--- src/hdlc_stat_pkg.sv ---
// Package for the link-layer status and receive-data register block
package hdlc_stat_pkg;
   localparam logic [7:0] ADDR_RX_INFO = 8'h03;
   localparam logic [7:0] ADDR_RX_CODE = 8'h04;
   localparam logic [7:0] ADDR_RX_DATA = 8'h05;
   localparam logic [7:0] ADDR_TX_INFO = 8'h06;
   localparam logic [7:0] ADDR_LL_STATUS = 8'h01;
   localparam int ABORT_ONES = 7;
   localparam int CODE_W = 6;
   localparam logic [5:0] CODE_RESET = 6'h3F;
   localparam int FIFO_DEPTH = 64;
   // Bit positions in the receive information, receive code, transmit information and link-layer status registers
   localparam int RI_ABT = 7;
   localparam int RI_CRC = 6;
   localparam int RI_OVR = 5;
   localparam int RI_VM = 4;
   localparam int RI_EMP = 3;
   localparam int RI_POK = 2;
   localparam int RI_CB = 1;
   localparam int RI_OB = 0;
   localparam int RC_LBD = 7;
   localparam int RC_BD = 6;
   localparam int TI_EMP = 2;
   localparam int TI_FULL = 1;
   localparam int TI_UDR = 0;
   localparam int LS_CHG = 7;

   // One receive FIFO entry: data byte plus per-byte tags
   typedef struct packed {
      logic [7:0] data;
      logic opening;
      logic closing;
      logic good;
   } rx_entry_t;

   // Host parallel-port read and write access
   typedef struct packed {
      logic rd;
      logic wr;
      logic [7:0] addr;
      logic [7:0] wdata;
   } host_req_t;

   // Events from the receive line logic
   typedef struct packed {
      logic bit_valid;
      logic bit_val;
      logic crc_bad;
      logic msg_done;
   } rx_line_t;
endpackage

--- src/hdlc_fifo_status_regs.sv ---
// Receive FIFO, code detector status and transmit FIFO status registers
`timescale 1ns/10ps

module hdlc_fifo_status_regs #(
   parameter int DEPTH = hdlc_stat_pkg::FIFO_DEPTH
) (
   input wire logic sys_clk, // System clock, 40 MHz
   input wire logic rst, // Async reset, active high
   input wire hdlc_stat_pkg::host_req_t host, // Host port request
   output logic [7:0] rdata, // Read data, registered
   input wire hdlc_stat_pkg::rx_line_t rx_line, // Receive bit stream events
   input wire logic rx_push, // Receive byte ready
   input wire hdlc_stat_pkg::rx_entry_t rx_byte, // Receive byte and tags
   input wire logic code_live, // Detector sees valid code
   input wire logic code_verify, // New code verified pulse
   input wire logic [5:0] code_in, // Verified code, bit 0 first
   input wire logic tx_empty, // Transmit FIFO empty
   input wire logic tx_full, // Transmit FIFO full
   input wire logic tx_pop_dry, // Transmit FIFO ran dry
   input wire logic tx_end_of_message, // End-of-message control bit
   output logic tx_send_abort // Pulse: send abort sequence
);
   import hdlc_stat_pkg::*;

   localparam int AW = $clog2(DEPTH);

   // Pointers wrap by overflow, so only powers of two are served
   if (DEPTH < 2 || (DEPTH & (DEPTH - 1)) != 0) begin : g_bad_depth
      $error("DEPTH must be a power of two of at least 2");
   end

   rx_entry_t mem_q [DEPTH];
   logic [AW-1:0] wp_q, rp_q;
   logic [AW:0] cnt_q;
   logic [2:0] ones_q;
   logic abt_q, crc_q, ovr_q, vm_q, lbd_q, bd_q, chg_q, udr_q;
   logic [5:0] code_q;
   logic rx_empty, rx_fullf, do_push, do_pop;
   logic rd_info, rd_code, rd_data, rd_tx, rd_ls;
   logic abort_ev;
   rx_entry_t head;

   assign rd_info = host.rd && host.addr == ADDR_RX_INFO;
   assign rd_code = host.rd && host.addr == ADDR_RX_CODE;
   assign rd_data = host.rd && host.addr == ADDR_RX_DATA;
   assign rd_tx = host.rd && host.addr == ADDR_TX_INFO;
   assign rd_ls = host.rd && host.addr == ADDR_LL_STATUS;

   assign rx_empty = cnt_q == '0;
   assign rx_fullf = cnt_q == (AW+1)'(DEPTH);
   assign do_push = rx_push && !rx_fullf;
   assign do_pop = rd_data && !rx_empty;
   assign head = mem_q[rp_q];

   // FIFO storage and pointers
   always_ff @(posedge sys_clk) begin
      if (do_push)
         mem_q[wp_q] <= rx_byte;
   end

   always_ff @(posedge sys_clk or posedge rst) begin
      if (rst) begin
         wp_q <= '0;
         rp_q <= '0;
         cnt_q <= '0;
      end else begin
         if (do_push)
            wp_q <= wp_q + 1'b1;
         if (do_pop)
            rp_q <= rp_q + 1'b1;
         cnt_q <= cnt_q + (AW+1)'(do_push) - (AW+1)'(do_pop);
      end
   end

   a_pop_count: assert property (
      @(posedge sys_clk) disable iff (rst)
      do_pop && !do_push |=> cnt_q == $past(cnt_q) - 1'b1)
      else $error("pop did not remove byte");
   a_push_count: assert property (
      @(posedge sys_clk) disable iff (rst)
      do_push && !do_pop |=> cnt_q == $past(cnt_q) + 1'b1)
      else $error("push did not add byte");
   a_full_drop: assert property (
      @(posedge sys_clk) disable iff (rst)
      rx_push && rx_fullf && !do_pop |=> cnt_q == $past(cnt_q))
      else $error("push into full fifo stored");

   // Run length of ones; saturates so long runs still count
   always_ff @(posedge sys_clk or posedge rst) begin
      if (rst)
         ones_q <= '0;
      else if (rx_line.bit_valid) begin
         if (!rx_line.bit_val)
            ones_q <= '0;
         else if (ones_q != 3'(ABORT_ONES - 1))
            ones_q <= ones_q + 1'b1;
      end
   end
   assign abort_ev = rx_line.bit_valid && rx_line.bit_val &&
                     ones_q == 3'(ABORT_ONES - 1);

   // Sticky receive flags; a new event beats the read clear
   always_ff @(posedge sys_clk or posedge rst) begin
      if (rst) begin
         abt_q <= 1'b0;
         crc_q <= 1'b0;
         ovr_q <= 1'b0;
         vm_q <= 1'b0;
      end else begin
         abt_q <= abort_ev || (abt_q && !rd_info);
         crc_q <= rx_line.crc_bad || (crc_q && !rd_info);
         ovr_q <= (rx_push && rx_fullf) || (ovr_q && !rd_info);
         vm_q <= rx_line.msg_done || (vm_q && !rd_info);
      end
   end

   a_abort_set: assert property (
      @(posedge sys_clk) disable iff (rst)
      abort_ev |=> abt_q)
      else $error("abort not set");
   a_crc_set: assert property (
      @(posedge sys_clk) disable iff (rst)
      rx_line.crc_bad |=> crc_q)
      else $error("checksum error not set");
   a_overrun_set: assert property (
      @(posedge sys_clk) disable iff (rst)
      rx_push && rx_fullf |=> ovr_q)
      else $error("overrun not set");
   a_vm_set: assert property (
      @(posedge sys_clk) disable iff (rst)
      rx_line.msg_done |=> vm_q)
      else $error("valid msg not set");
   a_info_clear: assert property (
      @(posedge sys_clk) disable iff (rst)
      rd_info && !rx_line.crc_bad |=> !crc_q)
      else $error("crc flag not cleared");
   a_abort_clear: assert property (
      @(posedge sys_clk) disable iff (rst)
      rd_info && !abort_ev |=> !abt_q)
      else $error("abort flag not cleared");
   a_ovr_clear: assert property (
      @(posedge sys_clk) disable iff (rst)
      rd_info && !(rx_push && rx_fullf) |=> !ovr_q)
      else $error("overrun flag not cleared");

   // Code detector status
   always_ff @(posedge sys_clk or posedge rst) begin
      if (rst) begin
         bd_q <= 1'b0;
         lbd_q <= 1'b0;
         chg_q <= 1'b0;
         code_q <= CODE_RESET;
      end else begin
         bd_q <= code_live;
         lbd_q <= code_live || (lbd_q && !rd_code);
         chg_q <= (code_live != bd_q) || (chg_q && !rd_ls);
         if (code_verify)
            code_q <= code_in;
      end
   end

   a_lbd_hold: assert property (
      @(posedge sys_clk) disable iff (rst)
      lbd_q && !rd_code |=> lbd_q)
      else $error("latched code lost");
   a_lbd_set: assert property (
      @(posedge sys_clk) disable iff (rst)
      code_live |=> lbd_q)
      else $error("latched code not set");
   a_code_hold: assert property (
      @(posedge sys_clk) disable iff (rst)
      !code_verify |=> $stable(code_q))
      else $error("code changed");
   a_code_load: assert property (
      @(posedge sys_clk) disable iff (rst)
      code_verify |=> code_q == $past(code_in))
      else $error("verified code not loaded");
   a_bd_follow: assert property (
      @(posedge sys_clk) disable iff (rst)
      bd_q == $past(code_live))
      else $error("live code detect lags");
   a_chg_set: assert property (
      @(posedge sys_clk) disable iff (rst)
      code_live != bd_q |=> chg_q)
      else $error("change not set");
   a_chg_clear: assert property (
      @(posedge sys_clk) disable iff (rst)
      rd_ls && code_live == bd_q |=> !chg_q)
      else $error("change not cleared");

   // Underrun: only when not ending a message
   always_ff @(posedge sys_clk or posedge rst) begin
      if (rst) begin
         udr_q <= 1'b0;
         tx_send_abort <= 1'b0;
      end else begin
         tx_send_abort <= tx_pop_dry && !tx_end_of_message;
         udr_q <= (tx_pop_dry && !tx_end_of_message) ||
                  (udr_q && !rd_tx);
      end
   end

   a_udr_abort: assert property (
      @(posedge sys_clk) disable iff (rst)
      tx_pop_dry && !tx_end_of_message |=> tx_send_abort && udr_q)
      else $error("underrun not handled");
   a_eom_quiet: assert property (
      @(posedge sys_clk) disable iff (rst)
      tx_pop_dry && tx_end_of_message |=> !tx_send_abort)
      else $error("abort sent at message end");
   a_udr_clear: assert property (
      @(posedge sys_clk) disable iff (rst)
      rd_tx && !tx_pop_dry |=> !udr_q)
      else $error("underrun kept");

   // Read mux; unused transmit bits read zero
   always_ff @(posedge sys_clk or posedge rst) begin
      if (rst)
         rdata <= '0;
      else begin
         rdata <= '0;
         case (host.addr)
            ADDR_RX_INFO: begin
               rdata[RI_ABT] <= abt_q;
               rdata[RI_CRC] <= crc_q;
               rdata[RI_OVR] <= ovr_q;
               rdata[RI_VM] <= vm_q;
               rdata[RI_EMP] <= rx_empty;
               rdata[RI_POK] <= !rx_empty && head.closing && head.good;
               rdata[RI_CB] <= !rx_empty && head.closing;
               rdata[RI_OB] <= !rx_empty && head.opening;
            end
            ADDR_RX_CODE:
               rdata <= {lbd_q, bd_q, code_q};
            ADDR_RX_DATA:
               rdata <= rx_empty ? 8'h00 : head.data;
            ADDR_TX_INFO: begin
               rdata[TI_EMP] <= tx_empty;
               rdata[TI_FULL] <= tx_full;
               rdata[TI_UDR] <= udr_q;
            end
            ADDR_LL_STATUS:
               rdata[LS_CHG] <= chg_q;
            default:
               rdata <= '0;
         endcase
      end
   end

   a_empty_live: assert property (
      @(posedge sys_clk) disable iff (rst)
      rd_info |=> rdata[RI_EMP] == $past(rx_empty))
      else $error("empty flag wrong");
   a_pok_close: assert property (
      @(posedge sys_clk) disable iff (rst)
      rd_info |=> !rdata[RI_POK] || rdata[RI_CB])
      else $error("packet good without closing byte");
   a_empty_noflag: assert property (
      @(posedge sys_clk) disable iff (rst)
      rd_info |=> !rdata[RI_EMP] || rdata[RI_CB:RI_OB] == '0)
      else $error("byte flags shown for empty fifo");
   a_data_head: assert property (
      @(posedge sys_clk) disable iff (rst)
      rd_data && !rx_empty |=> rdata == $past(head.data))
      else $error("data read not head byte");
   a_code_read: assert property (
      @(posedge sys_clk) disable iff (rst)
      rd_code |=> rdata[CODE_W-1:0] == $past(code_q))
      else $error("code bits read wrong");
   a_tx_empty: assert property (
      @(posedge sys_clk) disable iff (rst)
      rd_tx |=> rdata[TI_EMP] == $past(tx_empty))
      else $error("transmit empty read wrong");
   a_tx_full: assert property (
      @(posedge sys_clk) disable iff (rst)
      rd_tx |=> rdata[TI_FULL] == $past(tx_full))
      else $error("transmit full read wrong");

   c_fifo_full: cover property (@(posedge sys_clk) disable iff (rst)
      rx_fullf);
   c_underrun: cover property (@(posedge sys_clk) disable iff (rst)
      tx_send_abort);
   c_pop_close: cover property (@(posedge sys_clk) disable iff (rst)
      do_pop && head.closing);
   c_abort_run: cover property (@(posedge sys_clk) disable iff (rst)
      abort_ev);
   c_code_change: cover property (@(posedge sys_clk) disable iff (rst)
      rd_ls && chg_q);
endmodule // hdlc_fifo_status_regs

--- config.mk ---
export PLATFORM = sky130hd
export DESIGN_NAME = hdlc_fifo_status_regs
export DESIGN_NICKNAME = d
export VERILOG_FILES = /design/src/hdlc_stat_pkg.sv /design/src/hdlc_fifo_status_regs.sv
export SDC_FILE = /design/constraint.sdc
export NUM_CORES = 1
export LEC_CHECK = 0
export BUFFER_PORTS_ARGS = -buffer_cell sky130_fd_sc_hd__buf_4
export CAP_MARGIN = 40
export CORE_MARGIN = 2
export CORE_UTILIZATION = 56
export CTS_CLUSTER_DIAMETER = 80
export DETAILED_ROUTE_END_ITERATION = 12
export PLACE_DENSITY = 0.75
export SETUP_SLACK_MARGIN = 0.15
export SYNTH_ARGS = -nofsm -noshare
export SYNTH_HDL_FRONTEND = slang
export SYNTH_SLANG_ARGS = --single-unit
export TNS_END_PERCENT = 10
--- constraint.sdc ---
create_clock -name sys_clk -period 3 [get_ports sys_clk]
set_input_delay 0.6 -clock sys_clk [delete_from_list [all_inputs] [get_ports sys_clk]]
set_output_delay 0.6 -clock sys_clk [all_outputs]
set_load 0.005 [all_outputs]
# Yosys cells after proc, flatten, opt, wreduce, memory -nomap -nowiden
# Memory sizes are Yosys's and may differ from the RTL's.
# Index checks and enable logic that the tools add are counted.
# totals
wordCells	76
ramBits	704
output_inout_bits	9
in_bits	48
memories	1
register_bits	45
# mem_list
name	depth	word_bits	read_ports	rd_ports_with_merged_regs	write_ports	line	source
mem_q	64	11	1	0	1	hdlc_fifo_status_regs.sv:32	rx_entry_t mem_q [DEPTH];
# classes
reduce_logical	37
n_eq_ne	10
n_mux	8
addsub	5
# op_table
op	count
== test 8 x 3 -> 1 bit (second input constant)	3
logical AND 1 bit	21
adder 6 x 1 -> 6 bit (second input constant)	2
case mux 3 bit (4 select lines)	1
case mux 4 bit (3 select lines)	1
== test 8 x 1 -> 1 bit (second input constant)	1
== test 8 x 2 -> 1 bit (second input constant)	1
two-way mux 8 bit	1
adder 7 x 1 -> 7 bit	1
== test 7 bit (second input constant)	1
zero test 1 bit	7
zero test 7 bit	1
logical OR 1 bit	7
subtractor 7 x 1 -> 7 bit	1
two-way mux 3 bit	2
case mux 1 bit (4 select lines)	1
adder 3 x 1 -> 3 bit (second input constant)	1
== test 3 bit (second input constant)	1
inequality test 3 bit (second input constant)	1
two-way mux 1 bit	2
inequality test 2 x 1 -> 1 bit (second input constant)	1
AND reduction 2 bit	1
inequality test 1 bit	1

# Logic depth before layout (Yosys ltp)
# logic_depth
word_depth	5
ltp_mapped	18
ltp_nobuf	17

# Worst setup path before layout
# OpenSTA, ideal clock, no wires.
# synth_path
path_type	register to register
start	register cnt_q[2]
end	register cnt_q[6]
setup_ps	125
path_buffers	1
stages_incl_launch_ff	19
slack_ps	-313
arrival_time_ps	3188
t_required_ps	2875
period_less_slack_ps	3313
path_cell_list	dfrtp_1 inv_1 ha_1 nor4bb_1 nor2b_1 nor2_1 and4_1 clkbuf_1 ha_1 inv_1 ha_1 inv_1 fa_1 nand2b_1 a21oi_1 o21ai_0 a21oi_1 nor2_1 xnor2_1
# synth_between
elab_cells_between_ends	8
classes_between	2 x add/sub; 1 x eq/ne; 5 x reduce/logical
# synth_lines
element	line	source
start, declared	hdlc_fifo_status_regs.sv:34	logic [AW:0] cnt_q;
start signal, assigned	hdlc_fifo_status_regs.sv:71	cnt_q <= cnt_q + (AW+1)'(do_push) - (AW+1)'(do_pop);
zero test 7 bit	hdlc_fifo_status_regs.sv:49	assign rx_empty = cnt_q == '0;
zero test 1 bit	hdlc_fifo_status_regs.sv:52	assign do_pop = rd_data && !rx_empty;
logical AND 1 bit	hdlc_fifo_status_regs.sv:52	
via do_pop	hdlc_fifo_status_regs.sv:38	logic rx_empty, rx_fullf, do_push, do_pop;
subtractor 7 x 1 -> 7 bit	hdlc_fifo_status_regs.sv:71	
# The timed path passes the listed nets, and every way through them passes these cells.
# A chain may end at the register's enable or synchronous reset.

# Final worst setup path
# layout_path
start	register cnt_q[5]
end	register cnt_q[4]
# layout_between
elab_chain_cells	5
elab_cells_between_ends	8
classes_between	2 x add/sub; 1 x eq/ne; 5 x reduce/logical
# layout_lines
element	line	source
== test 7 bit	hdlc_fifo_status_regs.sv:50	assign rx_fullf = cnt_q == (AW+1)'(DEPTH);
zero test 1 bit	hdlc_fifo_status_regs.sv:51	assign do_push = rx_push && !rx_fullf;
logical AND 1 bit	hdlc_fifo_status_regs.sv:51	
adder 7 x 1 -> 7 bit	hdlc_fifo_status_regs.sv:71	
subtractor 7 x 1 -> 7 bit *	hdlc_fifo_status_regs.sv:71	
# Every way passes the cells marked *; elsewhere a longest branch is shown, timed or not.

==> results.md <==
- Core area: 51600 um^2
- Reg clk slew, reported paths: 60 ps
- Slowest stage cell, crit path: dfrtp_1
- Post-DRT Antenna Nets: 0
- Ys flop type: edfxtp_1
- Worst slew margin: 0.421
- Outcome: finished, final reports clean
- Chip width: 233 um
- Critical Path Fanout Max: 3
- Synth cell types: 59
- Final setup margin: 74.0 ps
- DR WL/cell: 28.2 um
- Pre-CTS setup slack: -61.6 ps
- Hold_buf cts: 0
- Layout area overhead: 15.6%
- Die Height: 233 um
- Gpl congestion: 0.843
- Critical Path Max Stage Delay: 400 ps
- Finished Layout Cells: 2342
- Drt drc: 0
- Ys Warns: 0
- Reg2reg path depth: 17
- Final setup fails: 0
- Layout Nets: 1667
- Antenna violations before repair: 2
- # IOs: 57
- Htree depth: 3
- Crit path top cell by count: inv_2
- Mapped Avg Cell Area: 20.9 um^2
- Initial DRC count: 1775
- Number of synthesized flops with an enable pin: 704
- Seq/Total Area, Yosys: 0.758
- CTS tree: done
- CTS buffer count: 74
- Router iterations before antenna repair: 6
- HP Class: input pin to asynchronous set/reset pin
- Setup TNS Final: 0 ps
- Worst-path cell chain: inv_2, ha_2, nor4bb_4, nor2b_4, nor2_2, and4_4, ha_4, inv_2, ha_4, inv_2, fa_2, nand2b_4, a21oi_4, buf_4, buf_4, nor2_1, xnor2_1
- Root buf cell: clkbuf_16
- Die area: 54300 um^2
- DP Cell Count: 2204
- Max VDD drop: 0.395 mV
- Post-layout instance area: 34000 um^2
- Final worst path period share: 0.975
- Final hold violations: 0
- Cells after Synth: 1410
- Initial Util: 0.570
- Critical path type: flop to flop
- Worst clock skew: 17.2 ps
- Via Count: 14900
- Total track usage: 0.251
- Clock Sinks: 749
- FF+latch count, synth: 749
- Peak Freq: 342 MHz
- Syn nets: 1472
- Vias in the first global route: 15200
- Pleak: 11.1 nW
- Placed Area: 31500 um^2
- CP Capture Type: flop
- Clk buf depth: 3
- Worst Path Arrival: 3410 ps
- Total power: 23.9 mW
- Post-DP HPWL: 40.5 mm
- RSZ-0062 raised after global routing: yes
- N_diodes: 0
- Power Dens Cells: 703 nW/um^2
- Final Max Slew Viols: 0
- Post-Route WL: 66.1 mm
- CP required: 3480 ps
- Startpoint Class: flop
- Share of cells above drive strength 1: 0.316
- Largest net degree at the start of global routing: 65
- Max_cap viols: 0
- Commonest non-fill, non-tap cell in the layout: edfxtp_1
- Slew @ Worst Pin: 864 ps
- FP Rows: 83
- Port-buffer cells: 47
- Async set or reset register ratio after synthesis: 0.0601
- First-pass GRT wire length: 97.5 mm
- Overflow after GRT: 0
- Period minus WS final: 2930 ps
- Area of the mapped netlist: 29400 um^2
- Via density: 6.36
- Clock Latency Late Sink: 600 ps
- Commonest non-fill, non-tap cells in the layout: edfxtp_1, mux4_2, buf_4
## Yosys cell counts (14+ instances only)
cell type	instances	area (um^2)
edfxtp_1	704	21100
mux4_2	174	3920
nor2_1	82	308
mux2i_1	62	621
nand2_1	45	169
dfrtp_1	39	976
clkbuf_1	26	97.6
buf_2	21	105
inv_1	16	60.1
mux2_2	16	180
a21oi_1	15	75.1
o22ai_1	14	87.6
xnor2_1	14	123
## critical path: cells and delay by family, from the launching register on
family,cells,cell delay (ps)
AOI/OAI and AO/OA,1,130
xor gates and xnor gates,1,120
DFF,1,400
buffers and inverters,5,390
adders and majority gates,4,820
and+or+nand+nor,6,970
## state kept, by name (all words and copies together) (netlist names)
signal and flops:
crc_q 1, abt_q 1, chg_q 1, udr_q 1, cnt_q 7, mem_q 704, tx_send_abort 1, vm_q 1
rdata 8, wp_q 6, ovr_q 1, ones_q 3, bd_q 1, rp_q 6, lbd_q 1, code_q 6
## path summary, 6_finish.rpt
kind / start / end / slack (ps)
max: cnt_q[5]$_DFF_PP0_ / cnt_q[4]$_DFF_PP0_ / 70
min: rst / lbd_q$_DFF_PP0_ / 20
max reg2reg: cnt_q[5]$_DFF_PP0_ / cnt_q[4]$_DFF_PP0_ / 70
min reg2reg: chg_q$_DFF_PP0_ / chg_q$_DFF_PP0_ / 490
max in group asynchronous: rst / code_q[3]$_DFFE_PP1P_ / 2410
min in group sys_clk: code_live / bd_q$_DFF_PP0_ / 140
## layer usage
metal	global-route usage	part of all wire	vias up
li1	-	-	6190
met1	0.350	0.39	7723
met2	0.394	0.48	844
met3	0.0509	0.094	143
met4	0.0991	0.033	4
met5	0	0.00039	-
## cell families after synthesis
family,count (synthesis),synth area share
AOI/OAI and AO/OA,101,0.0243
xor gates and xnor gates,16,0.00477
adders and majority gates,14,0.00621
buffers and inverters,93,0.0178
DFF,749,0.758
muxes,252,0.161
and+or+nand+nor,185,0.0288
## cell type report
class	instances	area, um^2
inverters	18	67.6
repair buffers	194	1670
fillers	3183	17600
well taps	680	851
clock buffers	91	2020
flip-flops and latches	749	22300
multi-input cells	568	6710
clock inverters	42	374
## metrics by stage
step / hold slack, ps / util
finish: 24.1 / 0.658
global route: 48.4 / 0.658
CTS: 1.76 / 0.658
detailed placement: 470 / 0.610
global placement: 453 / 0.604
floorplan: 437 / -
## power by group
part / total, mW / switching [mW] / leakage [nW] / internal, mW
sequential: 12.1 / 0.250 / 6.87 / 11.9
combinational: 2.62 / 1.43 / 3.00 / 1.19
clock: 9.13 / 3.74 / 1.18 / 5.38
total: 23.9 / 5.43 / 11.1 / 18.5
## repair_timing
action,4_1_cts,5_1_grt
resized for setup,6,8
setup buffers,5,0
setup endpoints to repair,3,11
pin swaps,5,6
Power figures use the tool's default switching activity.
